**src/rtl/ticm_defs.svh**
```systemverilog
// Purpose: Offsets, field positions and reset values of the interrupt mode controller
// Assumes: Byte addresses on a 32-bit register bus, one aligned word per register
// Notes:   Definitions only
`ifndef TICM_DEFS_SVH
`define TICM_DEFS_SVH

// Register byte offsets
`define TICM_OFF_MODE    32'h00
`define TICM_OFF_ENABLE  32'h04
`define TICM_OFF_STATUS  32'h08
`define TICM_OFF_PRIO    32'h0c
`define TICM_OFF_ACCEPT  32'h10
`define TICM_OFF_VEC     32'h40

// Accept register field positions
`define TICM_ACC_IDX     0
`define TICM_ACC_LVL     8
`define TICM_ACC_NMI     30
`define TICM_ACC_VALID   31

// Reset values and fixed levels
`define TICM_RST_MODE    2'h0
`define TICM_RST_LEVEL   3'h0
`define TICM_NMI_LEVEL   3'h7
`define TICM_RST_VECTOR  16'h0000

// Bus responses
`define TICM_RESP_OKAY   2'h0
`define TICM_RESP_SLVERR 2'h2

`endif

```
**src/rtl/ticm_pkg.sv**
```systemverilog
// Purpose: Types shared by the interrupt mode controller modules
// Assumes: Nothing beyond the header of constants
// Notes:   Only the two legal mode codes exist in the type
package ticm_pkg;
    typedef enum logic [1:0] {
        TICM_MODE0 = 2'h0,
        TICM_MODE2 = 2'h2
    } ticm_mode_t;
endpackage

```
**src/rtl/ticm_arb_if.sv**
```systemverilog
// Purpose: Carries requests, mask state and the arbitration result between controller and arbiter
// Assumes: One clock domain, combinational result
// Notes:   lvl packs three bits per source, source 0 in the low bits
`timescale 1ns/1ps
`default_nettype none
interface ticm_arb_if #(
    parameter int NSRC = 8,
    parameter int IW   = 4
);
    logic [NSRC-1:0]        req;
    logic [NSRC*3-1:0]      lvl;
    ticm_pkg::ticm_mode_t   mode;
    logic                   gmask;
    logic [2:0]             mlvl;
    logic                   nmi;
    logic                   win_valid;
    logic                   win_nmi;
    logic [IW-1:0]          win_idx;
    logic [2:0]             win_lvl;

    modport ctrl (output req, lvl, mode, gmask, mlvl, nmi, input win_valid, win_nmi, win_idx, win_lvl);
    modport arb  (input req, lvl, mode, gmask, mlvl, nmi, output win_valid, win_nmi, win_idx, win_lvl);
endinterface
`default_nettype wire

```
**src/rtl/ticm_ctrl.sv**
```systemverilog
// Purpose: Two-mode interrupt controller with priority arbitration, vector table and AXI4-Lite registers
// Assumes: Sources and CPU signals are on sys_clk; the non-maskable pin is asynchronous
// Notes:   The CPU samples accept_* and answers with cpu_ack once its instruction ends
//
// What this block and the CPU core do
// RL1 - Each vector entry holds the low 16 bits of the handler start address.
// RL2 - Exactly two modes, 0 and 2, chosen in the mode control register.
// RL3 - Mode 0 uses fixed default order, ignores levels; global mask spares NMI.
// RL4 - Mode 2 gives each maskable source one of 8 levels; NMI outside.
// RL5 - Mode 2 masks in 8 levels using the CPU 3-bit mask level.
// RL6 - A source requests only while its enable bit is 1.
// RL7 - Mode 0 with global mask set accepts only NMI; others stay pending.
// RL8 - Mode 0 accepts the highest default-ranked request; others stay pending.
// RL9 - The CPU starts handling only after its current instruction completes.
// RL10 - Mode 0 CPU stacks counter and condition codes, counter resumes next instruction.
// RL11 - Mode 0 CPU sets the global mask bit after saving state.
// RL12 - Controller supplies the vector; the CPU jumps to the address held there.
// RL13 - Mode 2 picks highest level; equal levels fall back to default order.
// RL14 - Mode 2 accepts only a level strictly above the current mask level.
// RL15 - Mode 2 CPU stacks counter, condition codes and extended control register.
// RL16 - Mode 2 CPU clears trace bit and loads mask level with accepted level.
// RL17 - Mode 2 CPU loads mask level 7 when NMI is accepted.
// RL18 - Pending requests stay until cleared (NMI also drops on acceptance), re-evaluated every cycle.
`timescale 1ns/1ps
`default_nettype none
`include "ticm_defs.svh"
module ticm_ctrl
    import ticm_pkg::*;
#(
    parameter int NSRC       = 8,
    parameter int ADDR_W     = 8,
    parameter int VEC_BASE   = 64,
    parameter int NMI_VECNUM = 7
) (
    // Clock and reset
    input  wire logic                sys_clk,
    input  wire logic                arst_n,
    // AXI4-Lite write address and data
    input  wire logic [ADDR_W-1:0]   s_axi_awaddr,
    input  wire logic                s_axi_awvalid,
    output logic                     s_axi_awready,
    input  wire logic [31:0]         s_axi_wdata,
    input  wire logic [3:0]          s_axi_wstrb,
    input  wire logic                s_axi_wvalid,
    output logic                     s_axi_wready,
    // AXI4-Lite write response
    output logic [1:0]               s_axi_bresp,
    output logic                     s_axi_bvalid,
    input  wire logic                s_axi_bready,
    // AXI4-Lite read
    input  wire logic [ADDR_W-1:0]   s_axi_araddr,
    input  wire logic                s_axi_arvalid,
    output logic                     s_axi_arready,
    output logic [31:0]              s_axi_rdata,
    output logic [1:0]               s_axi_rresp,
    output logic                     s_axi_rvalid,
    input  wire logic                s_axi_rready,
    // Interrupt sources
    input  wire logic [NSRC-1:0]     src_event,
    input  wire logic                nmi_pin,
    // CPU core mask state and acknowledge
    input  wire logic                cpu_gmask,
    input  wire logic [2:0]          cpu_mask_level,
    input  wire logic                cpu_ack,
    // Acceptance towards the CPU core
    output logic                     accept_valid,
    output logic                     accept_nmi,
    output logic [2:0]               accept_level,
    output logic [$clog2(NSRC+1)-1:0] accept_idx,
    output logic [15:0]              accept_vec_addr,
    output logic [15:0]              handler_addr,
    // Summary interrupt
    output logic                     irq
);
    localparam int IW = $clog2(NSRC + 1);

    ticm_mode_t             mode;
    logic [NSRC-1:0]        en;
    logic [NSRC-1:0]        pend;
    logic                   nmi_pend;
    logic [NSRC*3-1:0]      prio;
    logic [15:0]            vtab [0:NSRC];
    logic                   aw_held;
    logic                   w_held;
    logic [ADDR_W-1:0]      aw_addr;
    logic [31:0]            w_data;
    logic [3:0]             w_strb;
    logic                   nmi_meta;
    logic                   nmi_sync;
    logic                   nmi_last;
    logic                   do_write;
    logic [ADDR_W-1:0]      wa;
    logic [ADDR_W-1:0]      ra;
    logic [31:0]            wm;
    logic [31:0]            wd;
    logic                   sel_mode;
    logic                   sel_en;
    logic                   sel_stat;
    logic                   sel_prio;
    logic                   sel_acc;
    logic [NSRC:0]          sel_vec;
    logic                   wr_ok;
    logic [NSRC-1:0]        pend_clr;
    logic                   nmi_clr;
    logic                   tab_we;
    logic [31:0]            rd_val;
    logic                   rd_ok;

    ticm_arb_if #(.NSRC(NSRC), .IW(IW)) arb_bus ();

    ticm_arbiter #(.NSRC(NSRC)) u_arb (
        .bus (arb_bus.arb)
    );

    assign arb_bus.req   = pend & en;                            // [RL6]
    assign arb_bus.lvl   = prio;                                 // [RL4]
    assign arb_bus.mode  = mode;
    assign arb_bus.gmask = cpu_gmask;                            // [RL7]
    assign arb_bus.mlvl  = cpu_mask_level;                       // [RL5]
    assign arb_bus.nmi   = nmi_pend;

    // Write decode on the held address
    assign do_write = aw_held && w_held;
    assign wa = {aw_addr[ADDR_W-1:2], 2'b00};
    assign wm = {{8{w_strb[3]}}, {8{w_strb[2]}}, {8{w_strb[1]}}, {8{w_strb[0]}}};
    assign wd = w_data & wm;

    always_comb begin
        sel_mode = do_write && (wa == ADDR_W'(`TICM_OFF_MODE));
        sel_en   = do_write && (wa == ADDR_W'(`TICM_OFF_ENABLE));
        sel_stat = do_write && (wa == ADDR_W'(`TICM_OFF_STATUS));
        sel_prio = do_write && (wa == ADDR_W'(`TICM_OFF_PRIO));
        sel_acc  = do_write && (wa == ADDR_W'(`TICM_OFF_ACCEPT));
        for (int k = 0; k <= NSRC; k++) begin
            sel_vec[k] = do_write && (wa == ADDR_W'(`TICM_OFF_VEC + 4 * k));
        end
    end

    assign wr_ok    = sel_mode || sel_en || sel_stat || sel_prio || sel_acc || (|sel_vec);
    assign pend_clr = sel_stat ? wd[NSRC-1:0] : '0;
    assign nmi_clr  = (sel_stat && wd[NSRC]) || (cpu_ack && accept_valid && accept_nmi);
    assign tab_we   = |sel_vec;

    // AXI write channels: address and data taken in either order, one write at a time
    always_ff @(posedge sys_clk or negedge arst_n) begin
        if (!arst_n) begin
            s_axi_awready <= 1'b1;
            s_axi_wready <= 1'b1;
            aw_held <= 1'b0;
            w_held <= 1'b0;
            aw_addr <= '0;
            w_data <= 32'h0;
            w_strb <= 4'h0;
            s_axi_bvalid <= 1'b0;
            s_axi_bresp <= `TICM_RESP_OKAY;
        end else begin
            if (s_axi_awvalid && s_axi_awready) begin
                aw_held <= 1'b1;
                aw_addr <= s_axi_awaddr;
                s_axi_awready <= 1'b0;
            end
            if (s_axi_wvalid && s_axi_wready) begin
                w_held <= 1'b1;
                w_data <= s_axi_wdata;
                w_strb <= s_axi_wstrb;
                s_axi_wready <= 1'b0;
            end
            if (do_write) begin
                aw_held <= 1'b0;
                w_held <= 1'b0;
                s_axi_bvalid <= 1'b1;
                s_axi_bresp <= wr_ok ? `TICM_RESP_OKAY : `TICM_RESP_SLVERR;
            end
            if (s_axi_bvalid && s_axi_bready) begin
                s_axi_bvalid <= 1'b0;
                s_axi_awready <= 1'b1;
                s_axi_wready <= 1'b1;
            end
        end
    end

    // Read mux; unmapped words answer zero with an error
    assign ra = {s_axi_araddr[ADDR_W-1:2], 2'b00};

    always_comb begin
        rd_val = 32'h0;
        rd_ok = 1'b1;
        if (ra == ADDR_W'(`TICM_OFF_MODE)) begin
            rd_val[1:0] = mode;
        end else if (ra == ADDR_W'(`TICM_OFF_ENABLE)) begin
            rd_val[NSRC-1:0] = en;
        end else if (ra == ADDR_W'(`TICM_OFF_STATUS)) begin
            rd_val[NSRC:0] = {nmi_pend, pend};
        end else if (ra == ADDR_W'(`TICM_OFF_PRIO)) begin
            rd_val[NSRC*3-1:0] = prio;
        end else if (ra == ADDR_W'(`TICM_OFF_ACCEPT)) begin
            rd_val[`TICM_ACC_VALID] = accept_valid;
            rd_val[`TICM_ACC_NMI] = accept_nmi;
            rd_val[`TICM_ACC_LVL +: 3] = accept_level;
            rd_val[`TICM_ACC_IDX +: IW] = accept_idx;
        end else begin
            rd_ok = 1'b0;
            for (int k = 0; k <= NSRC; k++) begin
                if (ra == ADDR_W'(`TICM_OFF_VEC + 4 * k)) begin
                    rd_val[15:0] = vtab[k];
                    rd_ok = 1'b1;
                end
            end
        end
    end

    always_ff @(posedge sys_clk or negedge arst_n) begin
        if (!arst_n) begin
            s_axi_arready <= 1'b1;
            s_axi_rvalid <= 1'b0;
            s_axi_rdata <= 32'h0;
            s_axi_rresp <= `TICM_RESP_OKAY;
        end else if (s_axi_arvalid && s_axi_arready) begin
            s_axi_arready <= 1'b0;
            s_axi_rvalid <= 1'b1;
            s_axi_rdata <= rd_val;
            s_axi_rresp <= rd_ok ? `TICM_RESP_OKAY : `TICM_RESP_SLVERR;
        end else if (s_axi_rvalid && s_axi_rready) begin
            s_axi_rvalid <= 1'b0;
            s_axi_arready <= 1'b1;
        end
    end

    // Mode field: codes other than the two legal ones are dropped
    always_ff @(posedge sys_clk or negedge arst_n) begin
        if (!arst_n) begin
            mode <= ticm_mode_t'(`TICM_RST_MODE);
        end else if (sel_mode && w_strb[0]) begin
            if (w_data[1:0] == TICM_MODE0 || w_data[1:0] == TICM_MODE2) begin  // [RL2]
                mode <= ticm_mode_t'(w_data[1:0]);
            end
        end
    end

    // Enables and priority levels
    always_ff @(posedge sys_clk or negedge arst_n) begin
        if (!arst_n) begin
            en <= '0;
            prio <= {NSRC{`TICM_RST_LEVEL}};
        end else begin
            if (sel_en) begin
                en <= (en & ~wm[NSRC-1:0]) | wd[NSRC-1:0];            // [RL6]
            end
            if (sel_prio) begin
                prio <= (prio & ~wm[NSRC*3-1:0]) | wd[NSRC*3-1:0];    // [RL4]
            end
        end
    end

    // Sticky pending flags; a new event beats a clear in the same cycle
    always_ff @(posedge sys_clk or negedge arst_n) begin
        if (!arst_n) begin
            pend <= '0;
        end else begin
            pend <= (pend & ~pend_clr) | src_event;                   // [RL18]
        end
    end

    // Pin synchroniser, then rising-edge capture of the non-maskable request
    always_ff @(posedge sys_clk or negedge arst_n) begin
        if (!arst_n) begin
            nmi_meta <= 1'b0;
            nmi_sync <= 1'b0;
            nmi_last <= 1'b0;
            nmi_pend <= 1'b0;
        end else begin
            nmi_meta <= nmi_pin;
            nmi_sync <= nmi_meta;
            nmi_last <= nmi_sync;
            if (nmi_sync && !nmi_last) begin
                nmi_pend <= 1'b1;
            end else if (nmi_clr) begin
                nmi_pend <= 1'b0;                                      // [RL18]
            end
        end
    end

    // Vector table: low 16 bits of each handler start address
    always_ff @(posedge sys_clk or negedge arst_n) begin
        if (!arst_n) begin
            for (int k = 0; k <= NSRC; k++) begin
                vtab[k] <= `TICM_RST_VECTOR;
            end
        end else begin
            for (int k = 0; k <= NSRC; k++) begin
                if (sel_vec[k]) begin
                    vtab[k] <= (vtab[k] & ~wm[15:0]) | wd[15:0];       // [RL1]
                end
            end
        end
    end

    // Acceptance is recomputed every cycle from the live mask state
    always_ff @(posedge sys_clk or negedge arst_n) begin
        if (!arst_n) begin
            accept_valid <= 1'b0;
            accept_nmi <= 1'b0;
            accept_level <= 3'h0;
            accept_idx <= '0;
            accept_vec_addr <= 16'h0000;
            handler_addr <= 16'h0000;
        end else begin
            accept_valid <= arb_bus.win_valid;                          // [RL18]
            accept_nmi <= arb_bus.win_nmi;
            accept_level <= arb_bus.win_lvl;
            accept_idx <= arb_bus.win_idx;
            accept_vec_addr <= arb_bus.win_nmi ? 16'(NMI_VECNUM * 4)
                               : 16'((VEC_BASE + int'(arb_bus.win_idx)) * 4);  // [RL12]
            handler_addr <= vtab[arb_bus.win_idx];                      // [RL1]
        end
    end

    always_ff @(posedge sys_clk or negedge arst_n) begin
        if (!arst_n) begin
            irq <= 1'b0;
        end else begin
            irq <= (|(pend & en)) || nmi_pend;
        end
    end
endmodule // ticm_ctrl
`default_nettype wire

```
**src/rtl/ticm_arbiter.sv**
```systemverilog
// Purpose: Picks the one request that may be accepted in the current cycle
// Assumes: Requests are already gated by their enables
// Notes:   Lower source index ranks higher in the default order
`timescale 1ns/1ps
`default_nettype none
`include "ticm_defs.svh"
module ticm_arbiter
    import ticm_pkg::*;
#(
    parameter int NSRC = 8
) (
    // Request and result bundle
    ticm_arb_if.arb bus
);
    localparam int IW = $clog2(NSRC + 1);

    logic       found;
    logic [2:0] best;

    always_comb begin
        found = 1'b0;
        best = 3'h0;
        bus.win_valid = 1'b0;
        bus.win_nmi = 1'b0;
        bus.win_idx = '0;
        bus.win_lvl = 3'h0;
        if (bus.nmi) begin
            // Non-maskable source bypasses every mask and level
            bus.win_valid = 1'b1;
            bus.win_nmi = 1'b1;                                       // [RL4]
            bus.win_idx = IW'(NSRC);
            bus.win_lvl = `TICM_NMI_LEVEL;
        end else begin
            // Ascending scan with strict compare keeps the default order on ties
            for (int i = 0; i < NSRC; i++) begin
                if (bus.req[i] && (!found || (bus.mode == TICM_MODE2 && bus.lvl[i*3 +: 3] > best))) begin
                    found = 1'b1;
                    best = (bus.mode == TICM_MODE2) ? bus.lvl[i*3 +: 3] : 3'h0;  // [RL3] [RL13]
                    bus.win_idx = IW'(i);                             // [RL8]
                end
            end
            if (bus.mode == TICM_MODE0) begin
                bus.win_valid = found && !bus.gmask;                  // [RL7]
            end else begin
                bus.win_valid = found && (best > bus.mlvl);           // [RL14] [RL5]
                bus.win_lvl = best;
            end
        end
    end
endmodule // ticm_arbiter
`default_nettype wire

```
**config.mk**
```make
export PLATFORM = sky130hd
export DESIGN_NAME = ticm_ctrl
export DESIGN_NICKNAME = d
export VERILOG_FILES = /design/src/rtl/ticm_pkg.sv /design/src/rtl/ticm_arb_if.sv /design/src/rtl/ticm_ctrl.sv /design/src/rtl/ticm_arbiter.sv
export VERILOG_INCLUDE_DIRS = /design/src /design/src/rtl
export SDC_FILE = /design/constraint.sdc
export NUM_CORES = 1
export LEC_CHECK = 0
export ABC_AREA = 0
export BUFFER_PORTS_ARGS = -buffer_cell sky130_fd_sc_hd__buf_2
export CAP_MARGIN = 25
export CORE_ASPECT_RATIO = 1.4
export CORE_MARGIN = 1.5
export CORE_UTILIZATION = 30
export CTS_BUF_LIST = sky130_fd_sc_hd__clkbuf_16
export DETAILED_ROUTE_END_ITERATION = 8
export GPL_TIMING_DRIVEN = 0
export PLACE_DENSITY = 0.51
export SYNTH_ARGS = -nofsm -noshare
export SYNTH_HDL_FRONTEND = slang
export SYNTH_SLANG_ARGS = --single-unit
```
**constraint.sdc**
```tcl
create_clock -name sys_clk -period 18.96 [get_ports sys_clk]
set_input_delay 1.896 -clock sys_clk [delete_from_list [all_inputs] [get_ports sys_clk]]
set_output_delay 1.896 -clock sys_clk [all_outputs]
set_load 0.005 [all_outputs]
```
==> results.tsv <==
metric	value	unit
ant_nets	0	
cpLargestDelayFamily	compound AO/OA/AOI/OAI gates	
grt_usage	0.1965	
synthFlopType	dfrtp_1	
netlist.top_cell.by_area	dfrtp_1	
grt_pass1_vias	11230	
placed_cells	2076	
worst_pin_slew	1081	ps
cts-root-buf	clkbuf_16	
status	finished, final reports clean	
cts.sinks	287	
post_cts_buffers	0	
grt_overflow	0	
ctsHoldBuffers	0	
synth_top_area_share	0.4807	
max-cap-violations	0	
cts_inserted_buffers	28	
reg2reg_to	accept_valid	
maxSlewHeadroom	0.2766	
r2r_slack	4600	ps
ir_drop	0.05875	mV
path_clk_slew	70	ps
synth_seq_cells	287	
grt_first_pass_wirelength	73930	um
port_buffers	120	
synth_cell_type_count	86	
clock_latency	580	ps
die_h	265.7	um
final_layout_size_suffix_gt1_frac	0.3168	
power.leakage	7.896	nW
cp_slowest_cell	dfrtp_1	
r2r_cells	58	
vias	11220	
start_util	0.3024	
dpl-instance-area	16340	um^2
cp-start-kind	flip-flop	
layout_commonest_cell	dfrtp_1	
hold_slack	363.5	ps
fin_nets	1567	
worstPathMaxFanout	10	
tns	0	ps
synthCells	1295	
worstPathRequired	19420	ps
synth_area_per_cell	11.42	um^2
min_to	nmi_sync	
cp.arrival	14820	ps
cts_resized	0	
drc	0	
rsz0062_at_grt	no	
die-area	50640	um^2
coreArea	48890	um^2
htreeDepth	1	
ctsLongestPathBuffers	3	
rr_startpoint	arb_bus.mode[1]	
fmax	69.64	MHz
cpMostUsedCell	ha_1	
rows	96	
synth.cell_area	14780	um^2
dieWidth	190.6	um
path_class	reg -> reg	
period_share	0.7573	
synthTopCellsByArea	dfrtp_1 (48%), mux2_2 (17%), mux2i_1 (3.9%), nand2_1 (2.9%), mux4_2 (2.4%)	
crit_buf_inv	10	
drtIter0Drc	902	
wire_per_inst	23.50	um
power.density	101.8	nW/um^2
endpoint_kind	flip-flop	
finalSetupViolations	0	
yosysSeqAreaShare	0.4860	
ys_warn_count	0	
grt_max_degree	115	
synth_edf_count	0	
hpwl	38210	um
finalInstanceArea	17240	um^2
cpPeakStageDelay	620	ps
final_cell_mix	dfrtp_1 (284), mux2_2 (218), buf_2 (128)	
fin_cells	2127	
async_reset_ff_frac	1.000	
min_from	nmi_meta	
area_growth	16.60	%
hold_path_class	reg -> reg	
fin_worst_skew	26.86	ps
vias_per_cell	5.274	
tritoncts	built	
worst_hold_path.num_cells	0	
antenna_found_initial	1	
gp_congestion	0.9201	
hold_violations	0	
dr.pass1.iters	5	
drv_slew	0	
io-pin-count	156	
routed_wirelength	49990	um
fin_crit	14360	ps
diodes	0	
==> cell type report <==
class	count	area (um^2)
flip-flops and latches	287	7186
repair buffers	126	698.2
multi-input cells	905	7019
fillers	4904	31650
clock buffers	28	700.7
inverters	27	101.3
well taps	637	797.0
plain buffers	95	549.3
clock inverters	22	187.7
==> routing by layer <==
metal	wire length (um)	track usage
met5	12	0
met4	2000	0.07704
met3	2274	0.02203
met2	26410	0.3620
met1	19290	0.2300
==> flip-flops by register name, indices dropped and copies added (netlist names), 2 cells and up <==
register	cells
accept_idx	4
accept_level	3
accept_vec_addr	4
arb_bus.lvl	24
arb_bus.mode	2
aw_addr	6
en	8
handler_addr	16
pend	8
s_axi_rdata	26
vtab	144
w_data	24
w_strb	3
==> worst max path at each step <==
stage / from / end / slack [ps] / depth (start not counted)
2_1_floorplan: arb_bus.mode[0] / accept_valid / 7630 / 57
3_3_place_gp: arb_bus.mode[1] / accept_valid / 4850 / 56
3_5_place_dp: arb_bus.mode[1] / accept_valid / 4730 / 57
4_1_cts: arb_bus.mode[1] / accept_valid / 4710 / 57
5_1_grt: arb_bus.mode[1] / accept_valid / 3930 / 57
6_report: arb_bus.mode[1] / accept_valid / 4600 / 58
==> cells by family (layout without fill, tap and decap cells) <==
| group | Yosys count | in the layout | share of synthesized area |
|---|---|---|---|
| AO/OA/AOI/OAI | 258 | 258 | 0.1193 |
| adder cells (fa/ha/maj) | 24 | 24 | 0.02031 |
| buffers and inverters | 122 | 298 | 0.04401 |
| flip-flops | 287 | 287 | 0.4860 |
| multiplexers | 291 | 291 | 0.2290 |
| other | 1 | 20 | 0.0002536 |
| AND/OR/NAND/NOR | 312 | 312 | 0.1011 |
==> power breakdown <==
| group | internal [mW] | switching, mW | total (mW) |
|---|---|---|---|
| logic | 0.158 | 0.264 | 0.422 |
| clock network | 0.308 | 0.245 | 0.553 |
| registers | 0.702 | 0.0774 | 0.779 |
==> synthesized netlist by cell type (all sizes together), types with 8 or more instances <==
master / n
dfrtp: 284
mux2: 218
nand2: 116
nor2: 81
o21ai: 59
a21oi: 57
mux2i: 57
clkbuf: 50
buf: 44
nand3: 34
a22oi: 28
inv: 27
ha: 24
o22ai: 17
mux4: 16
a221oi: 14
and3: 14
or3: 13
a21o: 11
nand2b: 8
nor3: 8
==> stage by stage <==
step,setup slack [ps],power [mW],util
after floorplan,7628,1.007,-
after global placement,4848,1.203,0.3325
after detailed placement,4734,1.212,0.3342
after CTS,4714,1.771,0.3524
after global routing,3935,1.832,0.3526
final,4601,1.755,0.3526
==> worst reg2reg max path, delay by kind of cell, from the launching register on <==
| family | cells | cell delay (ps) |
|---|---|---|
| adders and majority gates | 8 | 2410 |
| buffers and inverters | 10 | 2550 |
| muxes | 2 | 670 |
| AOI/OAI and AO/OA | 24 | 5400 |
| DFF | 1 | 620 |
| and+or+nand+nor | 14 | 2620 |
(Power assumes the default switching activity.)
